$ cat src/pwmdt_pkg.sv
// Purpose: Shared constants and types for the PWM dead-time block.
// Assumes: APB slave with 32-bit data, one word per register.
// Notes:   Offsets are byte addresses.
package pwmdt_pkg;
    localparam logic [11:0] PWMDT_LOW_OFS   = 12'h000;
    localparam logic [11:0] PWMDT_HIGH_OFS  = 12'h004;
    localparam logic [11:0] PWMDT_CTRL_OFS  = 12'h008;
    localparam logic [11:0] PWMDT_STAT_OFS  = 12'h00C;
    localparam int          PWMDT_DLY_W     = 14;
    localparam int          PWMDT_FULL_MSB  = 13;
    localparam int          PWMDT_STD_MSB   = 10;
    localparam int          PWMDT_HRES_POS  = 7;
    localparam int          PWMDT_EN_POS    = 0;
    localparam logic [13:0] PWMDT_DLY_RST   = 14'h0000;

    typedef struct packed {
        logic [13:0] low_side_delay_value;
        logic [13:0] high_side_delay_value;
        logic        high_resolution_mode_bit;
        logic        enable;
        logic        raw_low_q;
        logic        raw_high_q;
        logic [13:0] low_cnt;
        logic [13:0] high_cnt;
        logic        low_side_output;
        logic        high_side_output;
        logic [31:0] prdata;
        logic        pready;
        logic        pslverr;
    } pwmdt_state_t;
endpackage : pwmdt_pkg

$ cat src/pwmdt_core.sv
// Purpose: Dead-time registers and edge delay for one PWM generator.
// Assumes: Raw PWM drive inputs synchronous to mclk; APB slave.
// Notes:   Ready is given one cycle into the access phase.
`timescale 1ns/100ps

// Operation
// - Low-side delay held in bits 13..0 of low dead-time register, read/write.
// - Without high-resolution mode, low-side bits 13..11 are unused in the delay.
// - High-side delay held in bits 13..0 of high dead-time register, read/write.
// - Without high-resolution mode, high-side bits 13..11 are unused in the delay.
// - Bits 15 and 14 of each dead-time register ignore writes, read zero.
module pwmdt_core import pwmdt_pkg::*; (
    // Clock and reset
    input  wire logic        mclk,
    input  wire logic        rst,
    // APB slave
    input  wire logic        psel,
    input  wire logic        penable,
    input  wire logic        pwrite,
    input  wire logic [11:0] paddr,
    input  wire logic [31:0] pwdata,
    output logic      [31:0] prdata,
    output logic             pready,
    output logic             pslverr,
    // PWM drive
    input  wire logic        raw_low,
    input  wire logic        raw_high,
    output logic             low_side_output,
    output logic             high_side_output
);
    pwmdt_state_t st_reg;
    pwmdt_state_t st_next;

    // Masks the delay to the usable width for the current mode.
    function automatic logic [13:0] eff_delay(input logic [13:0] v, input logic hres);
        eff_delay = hres ? v : {3'h0, v[PWMDT_STD_MSB:0]};
    endfunction

    // Returns true for a mapped register address.
    function automatic logic addr_ok(input logic [11:0] a);
        addr_ok = (a == PWMDT_LOW_OFS) || (a == PWMDT_HIGH_OFS) ||
                  (a == PWMDT_CTRL_OFS) || (a == PWMDT_STAT_OFS);
    endfunction

    logic        acc;
    logic        wr_commit;
    logic [13:0] low_eff;
    logic [13:0] high_eff;
    assign acc       = psel && penable && !st_reg.pready;
    assign wr_commit = psel && penable && pwrite && st_reg.pready;
    assign low_eff  = eff_delay(st_reg.low_side_delay_value, st_reg.high_resolution_mode_bit);
    assign high_eff = eff_delay(st_reg.high_side_delay_value, st_reg.high_resolution_mode_bit);

    // ************************************************************
    // Next state
    // ************************************************************
    always_comb begin
        st_next         = st_reg;
        st_next.pslverr = 1'b0;
        st_next.pready  = acc;
        // Writes land on the edge at which the master sees pready high.
        if (wr_commit) begin
            case (paddr)
                PWMDT_LOW_OFS:  st_next.low_side_delay_value = pwdata[13:0];
                PWMDT_HIGH_OFS: st_next.high_side_delay_value = pwdata[13:0];
                PWMDT_CTRL_OFS: begin
                    st_next.high_resolution_mode_bit = pwdata[PWMDT_HRES_POS];
                    st_next.enable                   = pwdata[PWMDT_EN_POS];
                end
                default: ;
            endcase
        end
        if (acc) begin
            st_next.pslverr = !addr_ok(paddr);
            st_next.prdata  = 32'h0000_0000;
            if (!pwrite) begin
                case (paddr)
                    PWMDT_LOW_OFS:  st_next.prdata = {18'h0, st_reg.low_side_delay_value};
                    PWMDT_HIGH_OFS: st_next.prdata = {18'h0, st_reg.high_side_delay_value};
                    PWMDT_CTRL_OFS: st_next.prdata = {24'h0, st_reg.high_resolution_mode_bit,
                                                      6'h0, st_reg.enable};
                    PWMDT_STAT_OFS: st_next.prdata = {30'h0, st_reg.high_side_output,
                                                      st_reg.low_side_output};
                    default:        st_next.prdata = 32'h0000_0000;
                endcase
            end
        end
        // Rising edges wait out the delay; falling edges pass at once.
        st_next.raw_low_q  = raw_low;
        st_next.raw_high_q = raw_high;
        if (!raw_low || !st_reg.enable) begin
            st_next.low_cnt         = 14'h0000;
            st_next.low_side_output = 1'b0;
        end else if (st_reg.low_cnt >= low_eff) begin
            st_next.low_side_output = 1'b1;
        end else begin
            st_next.low_cnt = st_reg.low_cnt + 14'h0001;
        end
        if (!raw_high || !st_reg.enable) begin
            st_next.high_cnt         = 14'h0000;
            st_next.high_side_output = 1'b0;
        end else if (st_reg.high_cnt >= high_eff) begin
            st_next.high_side_output = 1'b1;
        end else begin
            st_next.high_cnt = st_reg.high_cnt + 14'h0001;
        end
    end

    // ************************************************************
    // State register
    // ************************************************************
    always_ff @(posedge mclk) begin
        if (rst) begin
            st_reg                       <= '0;
            st_reg.low_side_delay_value  <= PWMDT_DLY_RST;
            st_reg.high_side_delay_value <= PWMDT_DLY_RST;
        end else begin
            st_reg <= st_next;
        end
    end

    assign prdata           = st_reg.prdata;
    assign pready           = st_reg.pready;
    assign pslverr          = st_reg.pslverr;
    assign low_side_output  = st_reg.low_side_output;
    assign high_side_output = st_reg.high_side_output;
endmodule // pwmdt_core

$ cat config.mk
export PLATFORM = sky130hd
export DESIGN_NAME = pwmdt_core
export DESIGN_NICKNAME = d
export VERILOG_FILES = /design/src/pwmdt_pkg.sv /design/src/pwmdt_core.sv
export SDC_FILE = /design/constraint.sdc
export NUM_CORES = 1
export LEC_CHECK = 0
export BUFFER_PORTS_ARGS = -buffer_cell sky130_fd_sc_hd__buf_2
export CORE_ASPECT_RATIO = 2
export CORE_MARGIN = 2
export CORE_UTILIZATION = 56
export CTS_CLUSTER_SIZE = 12
export DETAILED_ROUTE_END_ITERATION = 7
export GPL_TIMING_DRIVEN = 0
export PLACE_DENSITY_LB_ADDON = 0.3
export SYNTH_ARGS = -nofsm -noshare
export SYNTH_HDL_FRONTEND = slang
export SYNTH_SLANG_ARGS = --single-unit
export TNS_END_PERCENT = 10
$ cat constraint.sdc
create_clock -name mclk -period 4.7 [get_ports mclk]
set_input_delay 0.94 -clock mclk [delete_from_list [all_inputs] [get_ports mclk]]
set_output_delay 0.94 -clock mclk [all_outputs]
set_load 0.005 [all_outputs]
Word-level counts from Yosys, hierarchy flattened
Cells that the tools add are included.

Logic and storage cells: 44. Input port bits: 51. Register bits: 94. Output and inout port bits: 36.

$add $sub $neg: 2. Mux-type cells: 4. $lt $le $gt $ge: 2. Bitwise operators: 1. Reductions and logical operators: 21. Equality and inequality tests: 3.

Operators by type and width (count): $pmux 14 s4 (1); $mux 14 (3); $add 14x1->14 const B (2); $ge 14x14->1 (2); $eq 12x4->1 const B (2); $eq 12x3->1 const B (1); $logic_not 12->1 (1); $reduce_and 2->1 (3); $reduce_or 2->1 (3); $logic_not 1->1 (5); $logic_or 1x1->1 (5); $logic_and 1x1->1 (4); $not 1->1 (1).

Longest topological paths before layout
Word-level depth: 5. Mapped depth: 10. Mapped depth without buffers: 7.

Worst setup path after synthesis
Ideal clock, no wire load.

Path kind: input port to flip-flop. From: in paddr[7]. To: reg st_reg[71] in the netlist's numbering. Arrival time: 2.285 ns. Data required time: 4.572 ns. Cell stages on the path: 6. Buffers on the path: 1. Setup slack: 2.287 ns. Setup time: 0.128 ns. Path through: nor4_2 > nand3_2 > nor4_4 > buf_6 > mux2i_1 > nor2_1.

Longest elaborated chain between the ends: 2.

RTL lines: start, declared (RTL line pwmdt_core.sv:20) `input wire logic [11:0] paddr,`; $eq 12x3->1 (RTL line pwmdt_core.sv:63) `case (paddr)`; $reduce_and 2->1 (no source line); end signal, assigned (RTL line pwmdt_core.sv:118) `st_reg <= st_next;`; end, declared (RTL line pwmdt_core.sv:31) `pwmdt_state_t st_reg;`.

Every way passes these cells. A chain may end at the register's enable or synchronous reset.

Worst setup path after layout
From: reg st_reg[67] in the netlist's numbering. To: reg st_reg[37] in the netlist's numbering.

Longest elaborated chain between the ends: 2.

RTL lines: $mux 14 (RTL line pwmdt_core.sv:36) `eff_delay = hres ? v : {3'h0, v[PWMDT_STD_MSB:0]};`; $ge 14x14->1 (RTL line pwmdt_core.sv:102) `end else if (st_reg.high_cnt >= high_eff) begin`.

Every way passes these cells.

==> key figures <==
Status
  – Status: completed

Power
  – Max VDD drop: 0.251 mV
  – Gate power share: 0.038
  – Leak: between 0.0015 and 0.002 uW
  – Pint: 1020 uW
  – Psw: roughly 270 uW
  – Clk network pwr share: 0.462
  – Sequential power share: 0.499
  – Net switching share of the total power: 0.211
  – PD cells: around 260 mW/mm^2

Yosys
  – Synth async-reset ratio: 0
  – Ys flop type: dfxtp_1
  – Mapped Cells: around 500
  – Number of distinct library cells after synthesis: 49
  – Post-synth EDFFs: 0
  – Commonest cells in the synthesized netlist: dfxtp_1 (76), nand2_1 (51), mux2i_1 (45), nor2_1 (42), buf_4 (32)
  – Post-synth design cell area: 0.00436 sq mm
  – Top-count cell post-synth: dfxtp_1
  – Synth top area cells: dfxtp_1 (35%), mux2i_1 (10%), ha_1 (8.6%)
  – Synth top area share: 0.349
  – Register bit total from synthesis: 76
  – Mean Syn Cell Area: ~8.7 sq um
  – Ys Warns: 0
  – Post-synthesis sequential area ratio: 0.349
  – Synth area leader: dfxtp_1

Global routing
  – GRT overflow: 0
  – Initial antenna violation count: 0
  – First-pass GRT wire length: 16.6 mm
  – Pin count of the biggest net entering global routing: 12
  – Total GRT Usage: 0.255
  – Vias in the first global route: approximately 3800

CTS
  – Post-cts gate resize count: 0
  – Clk sink count: 76
  – CTS Root Cell: clkbuf_16
  – Number of setup buffers added after CTS: 0
  – TritonCTS clock tree: built
  – Clock Tree Buf Depth: 2
  – Hold buffers post-CTS: 0
  – CTS buffer count: 9
  – H-tree levels: 3
  – Worst-path clk slew: ~50 ps
  – Clock latency on the worst-skew pair: between 300 and 400 ps

Critical path
  – CP max-delay cell: clkbuf_1
  – Crit Path Class: reg -> reg
  – Worst Setup Start Kind: register
  – Crit-path most repeated cell: clkbuf_1
  – Max incr delay on CP: ~370 ps
  – WP buf/inv: 3
  – Critical path cell sequence: clkbuf_1, nand2_1, ha_1, nand4_2, nor2_1, o31a_1, clkbuf_1, buf_2, o21ai_0, a21oi_1
  – Data required time at the worst endpoint: 4960 ps
  – CP arrival: 2990 ps
  – Crit path max-delay family: buffers and inverters
  – Crit end category: register
  – Crit-path max FO: 10

Die
  – Die Area: ~0.0086 sq mm
  – Die Span X: 66.4 um
  – CORE AREA: 0.00754 sq mm
  – Ports: 87
  – Cell row count: 45
  – Die Ht: 129 um
  – Starting Density: 0.578

Final layout
  – # diodes: 0
  – Share of cells above drive strength 1: 0.192
  – NumNets Final: between 600 and 700
  – Core Util, Final: 0.667
  – Max reg flops: between 50 and 60
  – Area Growth Syn to Fin: 15.3%
  – Filler cell count: just under 700

Detailed routing
  – Post-route antenna net violation count: 0
  – Wire per inst: 15.0 um
  – Iter 0 DRT Violations: between 150 and 200
  – Detailed Routing Iterations Pass 1: 4
  – Detailed-route wire length: 10.2 mm
  – Residual DRC: 0
  – Vias per Instance: ~5.5
  – Via count: approximately 3700

Timing
  – Crit share post-route: 0.580
  – RSZ-0062 raised after global routing: no
  – # setup viols final: 0
  – Slew Limit Fails: 0
  – Setup_tns: 0 ps
  – Rel. slew slack: 0.305
  – Setup Skew: between 4 and 5 ps
  – Peak Freq: roughly 370 MHz
  – Final Critical Period: between 2000 and 3000 ps
  – Slew @ Worst Pin: between 1000 and 1500 ps
  – Final Hold Fails: 0

Placement
  – I/O Buffers: 47
  – Detailed Place HPWL: ~8.3 mm
  – Final Wtd Congestion: 0.828

Worst hold path
  – Type of the worst min-delay path: reg -> reg

Job
  – Max Cap Violations: 0
==> path summary, 6_finish.rpt <==
path	from	end	slack, ps	cells after the start
worst max-delay path	st_reg[67]	st_reg[37]	1980	10
worst min-delay path	prdata[1]	prdata[1]	460	2
worst max register to register	st_reg[67]	st_reg[37]	1980	10
worst min register to register	prdata[1]	prdata[1]	460	2
==> power by group through the flow <==
stage,combinational (uW),clock (uW),sequential (uW)
2_1_floorplan,27.8,0,660
3_3_place_gp,47.6,0,659
3_5_place_dp,48.9,0,659
4_1_cts,48.8,604,645
5_1_grt,54.3,631,645
6_report,49.4,598,646
==> stage by stage <==
step	total power (uW)	worst slack [ps]	hold WS, ps	instances	instance area, sq um
final	1290	1980	457	677	5030
after global routing	1330	1770	490	677	5030
after CTS	1300	1980	457	677	5030
after detailed placement	708	1840	449	662	4780
after global placement	707	1910	442	662	4780
after floorplan	687	2290	426	521	4420
==> placed cells by master, fill, tap and decap left out, types with 9 or more instances in the layout <==
master and n:
o21ai_0 16, nand3_1 19, o31ai_1 10, nor2_1 42, a22oi_1 11, nor4_1 13, mux2i_1 45, nand4_1 10
nand2_1 51, conb_1 18, ha_1 30, buf_2 54, a21oi_1 25, inv_1 28, dfxtp_1 76, nand2b_1 15
clkbuf_16 9, or4_1 10, buf_4 32, clkbuf_1 14
==> per-layer routing <==
metal  vias to the layer above  global-route usage  part of all wire
met5                         -                   0                 0
li1                       1907                   -                 -
met3                        32              0.0524             0.026
met2                        62               0.512              0.60
met4                         0               0.136             0.042
met1                      1735               0.220              0.34
==> cell type report <==
class / instances / area, sq um / share of cell area
plain buffers: 53 / 343 / 0.0682
repair buffers: 47 / 235 / 0.0468
well taps: 94 / 118 / 0.0234
clock inverters: 3 / 15.0 / 0.00299
flip-flops and latches: 76 / 1520 / 0.303
multi-input cells: 364 / 2450 / 0.488
clock buffers: 12 / 236 / 0.0470
inverters: 28 / 105 / 0.0209
==> kinds of logic after synthesis <==
| logic type | count (synthesis) | share of synthesized area |
|---|---|---|
| other | 1 | 0.000860 |
| buffers and inverters | 81 | 0.103 |
| AOI/OAI and AO/OA | 83 | 0.124 |
| DFF | 76 | 0.349 |
| adders and majority gates | 30 | 0.0861 |
| muxes | 46 | 0.108 |
| and+or+nand+nor | 187 | 0.229 |
==> worst reg2reg max path, stage by stage, from the launching register on <==
cell and delay [ps]:
dfxtp_1 300, clkbuf_1 350, nand2_1 110, ha_1 350, nand4_2 220, nor2_1 200
o31a_1 170, clkbuf_1 370, buf_2 320, o21ai_0 120, a21oi_1 150
No activity file was read; power rests on OpenSTA's default activity.
